--- src/core/pma_id_map.svh ---
// Register offsets, fixed values, bit positions and frame constants of the identity/status bank
`ifndef PMA_ID_MAP_SVH
`define PMA_ID_MAP_SVH

// ----------------------------------------------------------------
// Register offsets within the medium attachment device
// ----------------------------------------------------------------
`define OFS_STATUS1 16'h0001
`define OFS_ID_HIGH 16'h0002
`define OFS_ID_LOW 16'h0003
`define OFS_SPEED 16'h0004
`define OFS_PKG_LOW 16'h0005
`define OFS_PKG_HIGH 16'h0006
`define OFS_STATUS2 16'h0008
`define OFS_SIG_DETECT 16'h000A

// ----------------------------------------------------------------
// Fixed register values and bit positions
// ----------------------------------------------------------------
`define VAL_SPEED 16'h0011
`define VAL_PKG_LOW 16'h000B
`define VAL_PKG_HIGH 16'h4000
`define VAL_STATUS2_FIXED 16'hB000
`define VAL_ZERO 16'h0000
`define BIT_FAULT_SUMMARY 7
`define BIT_TX_FAULT 11
`define BIT_RX_FAULT 10
`define BIT_SIG_DETECT 0

// ----------------------------------------------------------------
// Management frame layout
// ----------------------------------------------------------------
`define DEV_ADDR 5'h01
`define PREAMBLE_BITS 6'h20
`define HEADER_LAST 6'h0C
`define TURN_LAST 6'h01
`define DATA_LAST 6'h0F
`define OP_ADDRESS 2'h0
`define OP_WRITE 2'h1
`define OP_POST_INC 2'h2
`define OP_READ 2'h3

`endif

--- src/core/pma_id_pkg.sv ---
// Types shared by the identity/status register bank
`default_nettype none
package pma_id_pkg;

  // ----------------------------------------------------------------
  // Management frame walker states
  // ----------------------------------------------------------------
  typedef enum logic [1:0] {
    ST_HUNT,
    ST_HEADER,
    ST_TURN,
    ST_DATA
  } frame_state_t;

  // ----------------------------------------------------------------
  // Whole state of the bank, registered in one place
  // ----------------------------------------------------------------
  typedef struct packed {
    logic mdc_s1;
    logic mdc_s2;
    logic mdc_d;
    logic mdio_s1;
    logic mdio_s2;
    logic txf_s1;
    logic txf_s2;
    logic rxf_s1;
    logic rxf_s2;
    logic sig_s1;
    logic sig_s2;
    frame_state_t st;
    logic [5:0] cnt;
    logic [15:0] shift;
    logic [1:0] op;
    logic hit;
    logic rd_drive;
    logic [15:0] addr;
    logic [15:0] out_sh;
    logic mdio_o;
    logic mdio_oe_n;
    logic tx_lh;
    logic rx_lh;
    logic sig_r;
  } bank_state_t;

endpackage : pma_id_pkg
`default_nettype wire

--- src/core/pma_identity_status_regs.sv ---
// Identity and fault status registers of one channel's medium attachment, reached over management frames
`include "pma_id_map.svh"
`default_nettype none

module pma_identity_status_regs
  import pma_id_pkg::*;
#(
  parameter logic [4:0] PORT_ADDR = 5'h00,            // Port address this channel answers to
  parameter logic [21:0] MAKER_UNIQUE_CODE = 22'h2A5C31, // Arbitrary value
  parameter logic [5:0] MODEL_NUMBER = 6'h2D,          // Arbitrary value
  parameter logic [3:0] REVISION_NUMBER = 4'h3         // Arbitrary value
) (
  input wire logic ref_clk,
  input wire logic rst,
  input wire logic mdc,
  input wire logic mdio_in,
  output logic mdio_out,
  output logic mdio_oe_n,
  input wire logic tx_fault,
  input wire logic rx_fault,
  input wire logic serial_input_signal_seen
);

  // ----------------------------------------------------------------
  // Identifier words
  // ----------------------------------------------------------------
  localparam logic [15:0] PART_ID_WORD_HIGH = MAKER_UNIQUE_CODE[21:6];
  localparam logic [15:0] PART_ID_WORD_LOW = {MAKER_UNIQUE_CODE[5:0], MODEL_NUMBER, REVISION_NUMBER};

  // Reset image: idle line, released pin, nothing latched
  localparam bank_state_t RESET_STATE = '{
    st: ST_HUNT,
    mdio_oe_n: 1'b1,
    default: '0
  };

  // ----------------------------------------------------------------
  // Register read decode
  // ----------------------------------------------------------------
  // Unmapped offsets read as zero so a station probing the space sees nothing
  function automatic logic [15:0] read_word(
    input logic [15:0] a,
    input logic txl,
    input logic rxl,
    input logic sig
  );
    logic [15:0] w;
    w = `VAL_ZERO;
    case (a)
      `OFS_STATUS1: begin
        w[`BIT_FAULT_SUMMARY] = txl | rxl;
      end
      `OFS_ID_HIGH: begin
        w = PART_ID_WORD_HIGH;
      end
      `OFS_ID_LOW: begin
        w = PART_ID_WORD_LOW;
      end
      `OFS_SPEED: begin
        w = `VAL_SPEED;
      end
      `OFS_PKG_LOW: begin
        w = `VAL_PKG_LOW;
      end
      `OFS_PKG_HIGH: begin
        w = `VAL_PKG_HIGH;
      end
      `OFS_STATUS2: begin
        w = `VAL_STATUS2_FIXED;
        w[`BIT_TX_FAULT] = txl;
        w[`BIT_RX_FAULT] = rxl;
      end
      `OFS_SIG_DETECT: begin
        w[`BIT_SIG_DETECT] = sig;
      end
      default: begin
        w = `VAL_ZERO;
      end
    endcase
    return w;
  endfunction : read_word

  // ----------------------------------------------------------------
  // State and per-cycle events
  // ----------------------------------------------------------------
  bank_state_t s_r;        // Registered state
  bank_state_t s_nxt;      // Next state
  logic mdc_rise;          // Management clock rising edge seen
  logic bit_in;            // Line level sampled with that edge
  logic [12:0] hdr;        // Completed header bits
  logic [15:0] word_in;    // Completed data bits of a frame
  logic load_go;           // Read word snapshot taken
  logic rd_clear;          // Status two being read: latches may clear
  logic addr_commit;       // Address frame accepted
  logic addr_inc;          // Post-read increment applied
  logic hit_now;           // Header addresses this device

  // ----------------------------------------------------------------
  // Next-state logic
  // ----------------------------------------------------------------
  always_comb begin
    s_nxt = s_r;
    load_go = 1'b0;
    rd_clear = 1'b0;
    addr_commit = 1'b0;
    addr_inc = 1'b0;
    // Edge and bit first: the words below must be built from this cycle's line level
    mdc_rise = s_r.mdc_s2 & ~s_r.mdc_d;
    bit_in = s_r.mdio_s2;
    hdr = {s_r.shift[11:0], bit_in};
    word_in = {s_r.shift[14:0], bit_in};
    hit_now = 1'b0;
    // Two flops on every pin before logic reads it
    s_nxt.mdc_s1 = mdc;
    s_nxt.mdc_s2 = s_r.mdc_s1;
    s_nxt.mdc_d = s_r.mdc_s2;
    s_nxt.mdio_s1 = mdio_in;
    s_nxt.mdio_s2 = s_r.mdio_s1;
    s_nxt.txf_s1 = tx_fault;
    s_nxt.txf_s2 = s_r.txf_s1;
    s_nxt.rxf_s1 = rx_fault;
    s_nxt.rxf_s2 = s_r.rxf_s1;
    s_nxt.sig_s1 = serial_input_signal_seen;
    s_nxt.sig_s2 = s_r.sig_s1;
    // Live signal detect, no latching
    s_nxt.sig_r = s_r.sig_s2;
    if (mdc_rise) begin
      case (s_r.st)
        // Count preamble ones, a zero after enough of them starts a frame
        ST_HUNT: begin
          if (bit_in) begin
            if (s_r.cnt != `PREAMBLE_BITS) begin
              s_nxt.cnt = s_r.cnt + 6'h01;
            end
          end else if (s_r.cnt == `PREAMBLE_BITS) begin
            s_nxt.st = ST_HEADER;
            s_nxt.cnt = '0;
            s_nxt.shift = '0;
          end else begin
            s_nxt.cnt = '0;
          end
        end
        // Second start bit, opcode, port and device address
        ST_HEADER: begin
          s_nxt.shift = word_in;
          s_nxt.cnt = s_r.cnt + 6'h01;
          if (s_r.cnt == `HEADER_LAST) begin
            // Only device address one reaches this bank
            hit_now = (hdr[12] == 1'b0) && (hdr[9:5] == PORT_ADDR) && (hdr[4:0] == `DEV_ADDR);
            s_nxt.op = hdr[11:10];
            s_nxt.hit = hit_now;
            s_nxt.rd_drive = hit_now & hdr[11];
            if (hit_now & hdr[11]) begin
              load_go = 1'b1;
              s_nxt.out_sh = read_word(s_r.addr, s_r.tx_lh, s_r.rx_lh, s_r.sig_r);
              rd_clear = (s_r.addr == `OFS_STATUS2);
            end
            s_nxt.st = ST_TURN;
            s_nxt.cnt = '0;
          end
        end
        // Turnaround: first bit left free, then a zero on a read
        ST_TURN: begin
          s_nxt.cnt = s_r.cnt + 6'h01;
          if (s_r.cnt != `TURN_LAST) begin
            if (s_r.rd_drive) begin
              s_nxt.mdio_o = 1'b0;
              s_nxt.mdio_oe_n = 1'b0;
            end
          end else begin
            if (s_r.rd_drive) begin
              s_nxt.mdio_o = s_r.out_sh[15];
            end
            s_nxt.st = ST_DATA;
            s_nxt.cnt = '0;
          end
        end
        // Sixteen data bits, most significant first
        ST_DATA: begin
          s_nxt.shift = word_in;
          s_nxt.out_sh = {s_r.out_sh[14:0], 1'b0};
          s_nxt.cnt = s_r.cnt + 6'h01;
          if (s_r.rd_drive) begin
            s_nxt.mdio_o = s_r.out_sh[14];
          end
          if (s_r.cnt == `DATA_LAST) begin
            s_nxt.st = ST_HUNT;
            s_nxt.cnt = '0;
            s_nxt.mdio_o = 1'b0;
            s_nxt.mdio_oe_n = 1'b1;
            s_nxt.rd_drive = 1'b0;
            // Write frames fall through here and touch nothing
            if (s_r.hit && s_r.op == `OP_ADDRESS) begin
              s_nxt.addr = word_in;
              addr_commit = 1'b1;
            end else if (s_r.hit && s_r.op == `OP_POST_INC) begin
              s_nxt.addr = s_r.addr + 16'h0001;
              addr_inc = 1'b1;
            end
          end
        end
        default: begin
          s_nxt.st = ST_HUNT;
          s_nxt.cnt = '0;
        end
      endcase
    end
    // Set wins over the read clear, so a fault in the read cycle survives
    s_nxt.tx_lh = s_r.txf_s2 | (s_r.tx_lh & ~rd_clear);
    s_nxt.rx_lh = s_r.rxf_s2 | (s_r.rx_lh & ~rd_clear);
  end

  // ----------------------------------------------------------------
  // State register
  // ----------------------------------------------------------------
  // Synchronous reset returns the whole struct to its image in one edge
  always_ff @(posedge ref_clk) begin
    if (rst) begin
      s_r <= RESET_STATE;
    end else begin
      s_r <= s_nxt;
    end
  end

  // Pin drive straight from flops
  assign mdio_out = s_r.mdio_o;
  assign mdio_oe_n = s_r.mdio_oe_n;

  logic summary_fault;
  assign summary_fault = s_r.tx_lh | s_r.rx_lh;
endmodule : pma_identity_status_regs
`default_nettype wire

--- config.mk ---
export PLATFORM = sky130hd
export DESIGN_NAME = pma_identity_status_regs
export DESIGN_NICKNAME = d
export VERILOG_FILES = /design/src/core/pma_id_pkg.sv /design/src/core/pma_identity_status_regs.sv
export VERILOG_INCLUDE_DIRS = /design/src /design/src/core
export SDC_FILE = /design/constraint.sdc
export NUM_CORES = 1
export LEC_CHECK = 0
export BUFFER_PORTS_ARGS = -buffer_cell sky130_fd_sc_hd__buf_2
export CAP_MARGIN = 20
export CORE_ASPECT_RATIO = 0.5
export CORE_MARGIN = 4
export CORE_UTILIZATION = 60
export CTS_BUF_LIST = sky130_fd_sc_hd__clkbuf_2
export CTS_CLUSTER_DIAMETER = 80
export DETAILED_ROUTE_END_ITERATION = 12
export MAX_ROUTING_LAYER = met4
export PLACE_DENSITY = 0.77
export SYNTH_ARGS = -nofsm -noshare
export SYNTH_HDL_FRONTEND = slang
export SYNTH_SLANG_ARGS = --single-unit
--- constraint.sdc ---
create_clock -name ref_clk -period 4.3 [get_ports ref_clk]
set_input_delay 0.86 -clock ref_clk [delete_from_list [all_inputs] [get_ports ref_clk]]
set_output_delay 0.86 -clock ref_clk [all_outputs]
set_load 0.02 [all_outputs]
==> flow_metrics.tcl <==
set metrics [dict create \
    routabilityCongestion 0.952 \
    nFillCells 449 \
    grt_remaining_overflow 0 \
    number_of_instances_resized_during_post_cts_repair 0 \
    grt_util_met3 0.0732 \
    grt_first_pass_wirelength_um 13700 \
    setup-violations-final 0 \
    synth-warning-count 0 \
    wirelength_um 8050 \
    nNetsFinal 430 \
    detail_route.drc_violations 0 \
    hold_viol_final 0 \
    seq_area_frac_synth 0.417 \
    gr-usage-all-layers 0.234 \
    vias 3085 \
    rsz0062_at_grt "false" \
    grt.busiest_layer "met2" \
    most-common-layout-cells "dfxtp_1 (75), nor2_1 (48), nand2_1 (37), a21oi_1 (29), a211oi_1 (18)" \
    synth_cell_type_count 61 \
    setup.worst_path.end_class "flop" \
    cts_setup_buffers 0 \
    tritoncts "yes" \
    cts_max_level 3 \
    required_time_of_the_worst_setup_path_ns 4.76 \
    cell_family_with_the_largest_share_of_critical_path_delay "simple AND/OR/NAND/NOR gates" \
    utilization 0.671 \
    ys_top_cells_by_area "dfxtp_1 (42%), nor2_1 (5.0%), a21oi_1 (4.0%)" \
    worst_setup_path_start_kind "flop" \
    setup_tns_ns 0 \
    clk-insertion-delay-late_ns 0.54 \
    detailedRoute.firstPassIterationCount 7 \
    met2_usage 0.338 \
    setup_cp_type "flop to flop" \
    hold_path_class "flop to flop" \
    outcome "complete, no violations" \
    row_count 19 \
    final_common_cell "dfxtp_1" \
    first_global_vias 2795 \
    synth_top_area_share 0.417 \
    max_clk_rate_ghz 0.417 \
    ff_to_ff_path_depth 5 \
    timing.critical_path.depth 5 \
    buffer_ports.inserted 8 \
    whs_path_depth 1 \
    timing.critical_path.cells "nor4_1 -> nand4_1 -> nor3_2 -> a21oi_2 -> a211oi_1" \
    finClkSkew_ns 0.0153 \
    netlist_area_um2 3600 \
    cap_viol_max_count 0 \
    timing_worst_slew_pin_value_ns 0.892 \
    yosys_register_bits 75 \
    ir_worst_vdd_mv 0.179 \
    maxSlewHeadroom 0.405 \
    cp_data_arrival_time_ns 2.85 \
    leakagePower_nw 1.31 \
    power.density_nw_per_um2 309 \
    dieWidth_um 118 \
    multi_input_comb_area_um2 1950 \
    fp.coreArea_um2 5630 \
    drt-initial-drc-count 259 \
    seqCellArea_um2 1500 \
    clock_sink_count 75 \
    post_synth_inst_count 416 \
    grt_antenna_before_repair 0 \
    fin_crit_sh 0.557 \
    cts.hold.buffers_added 0 \
    top_level_ports 9 \
    cp.buffers_inverters 0 \
    cts-root-to-sink-buffers 2 \
    synth_ff_type "dfxtp_1" \
    yosysTopAreaCell "dfxtp_1" \
    timing.final.max_slew_violations 0 \
    cts_buffers 9 \
    floorplan.die.height_um 62.8 \
    cts.root.buffer_cell "clkbuf_2" \
    die_area_um2 7370 \
    async_flop_share 0 \
    wl_per_cell_um 16.3 \
    synth-edff-count 0 \
    post_dp_hpwl_um 5450 \
    postSynthAreaPerCell_um2 8.65 \
    starting_utilization_of_the_core_area 0.638 \
    finalWorstPathRequiredPeriod_ns 2.40 \
    drt-vias-per-instance 6.24 \
    worst-path-max-fanout 6 \
    area.growth.synth_to_final_pct 5.08 \
    synth_fp_nets 430 \
    met1_usage 0.315 \
    clkTransAtPathRegs_ns 0.20 \
    max_stage_delay_ns 0.70 \
    cp_slowest_cell "nor4_1" \
    drive_above_1_share 0.110 \
    maximum_number_of_pins_on_one_net_before_global_route_repair 62 \
    final_antenna_net_count 0 \
]
-- cell usage after synthesis, types with 10 or more instances --
library cell and n:
o21ai_0 14, nor2b_1 16, a211oi_1 18, dfxtp_1 75
nand2_1 37, nand4_1 11, inv_1 10, a22o_1 15
clkbuf_1 15, a21oi_1 29, nand3_1 14, nor2_1 48
nor3_1 13
-- path summary, 6_finish.rpt --
check | startpoint | endpoint | slack [ns]
worst max-delay path | s_r[32]$_SDFFE_PP0P_ | s_r[14]$_SDFFE_PP0P_ | 1.90
worst min-delay path | s_nxt[0]$_SDFF_PP0_ | s_r[0]$_SDFF_PP0_ | 0.46
worst max register to register | s_r[32]$_SDFFE_PP0P_ | s_r[14]$_SDFFE_PP0P_ | 1.90
worst min register to register | s_nxt[0]$_SDFF_PP0_ | s_r[0]$_SDFF_PP0_ | 0.46
-- layer usage --
layer | wire length [um] | up-vias
met5 | 0 | -
met4 | 140 | 0
met3 | 411 | 16
met2 | 3530 | 74
met1 | 3970 | 1466
li1 | - | 1529
-- logic make-up after synthesis --
| kind of cell | synth area share |
|---|---|
| AOI/OAI and AO/OA | 0.217 |
| xor gates and xnor gates | 0.0170 |
| adders and majority gates | 0.0243 |
| buffers and inverters | 0.0414 |
| DFF | 0.417 |
| muxes | 0.0115 |
| and+or+nand+nor | 0.271 |
-- power by group --
group	internal [mW]	switching, mW	total, mW	leakage [nW]
combinational	0.0115	0.0195	0.0310	0.626
clock	0.185	0.245	0.430	0.0752
sequential	0.703	0.00400	0.707	0.607
-- flip-flops by register name, indices dropped and copies added (netlist names) --
register and cells:
bit_in 1, mdio_oe_n 1, s_r 53, hdr 12, s_nxt 7, mdio_out 1
-- stage by stage --
| step | hold WS, ns | total power, mW | setup WS, ns | instance area [um2] | instances |
|---|---|---|---|---|---|
| after global placement | 0.416 | 0.749 | 2.08 | 3630 | 476 |
| after floorplan | 0.414 | 0.742 | 2.36 | 3600 | 416 |
| after CTS | 0.464 | 1.18 | 1.89 | 3760 | 491 |
| final | 0.462 | 1.17 | 1.90 | 3780 | 494 |
| after global routing | 0.462 | 1.22 | 1.73 | 3780 | 493 |
| after detailed placement | 0.431 | 0.751 | 1.93 | 3630 | 476 |
-- final cells by class --
class | count | area share
Inverter | 10 | 0.00993
Timing Repair Buffer | 12 | 0.0195
Clock buffer | 9 | 0.0119
Tap cell | 73 | 0.0242
Antenna cell | 1 | 0.000662
Sequential cell | 75 | 0.397
Multi-Input combinational cell | 308 | 0.515
Clock inverter | 6 | 0.0215
No activity file was read; power rests on OpenSTA's default activity.
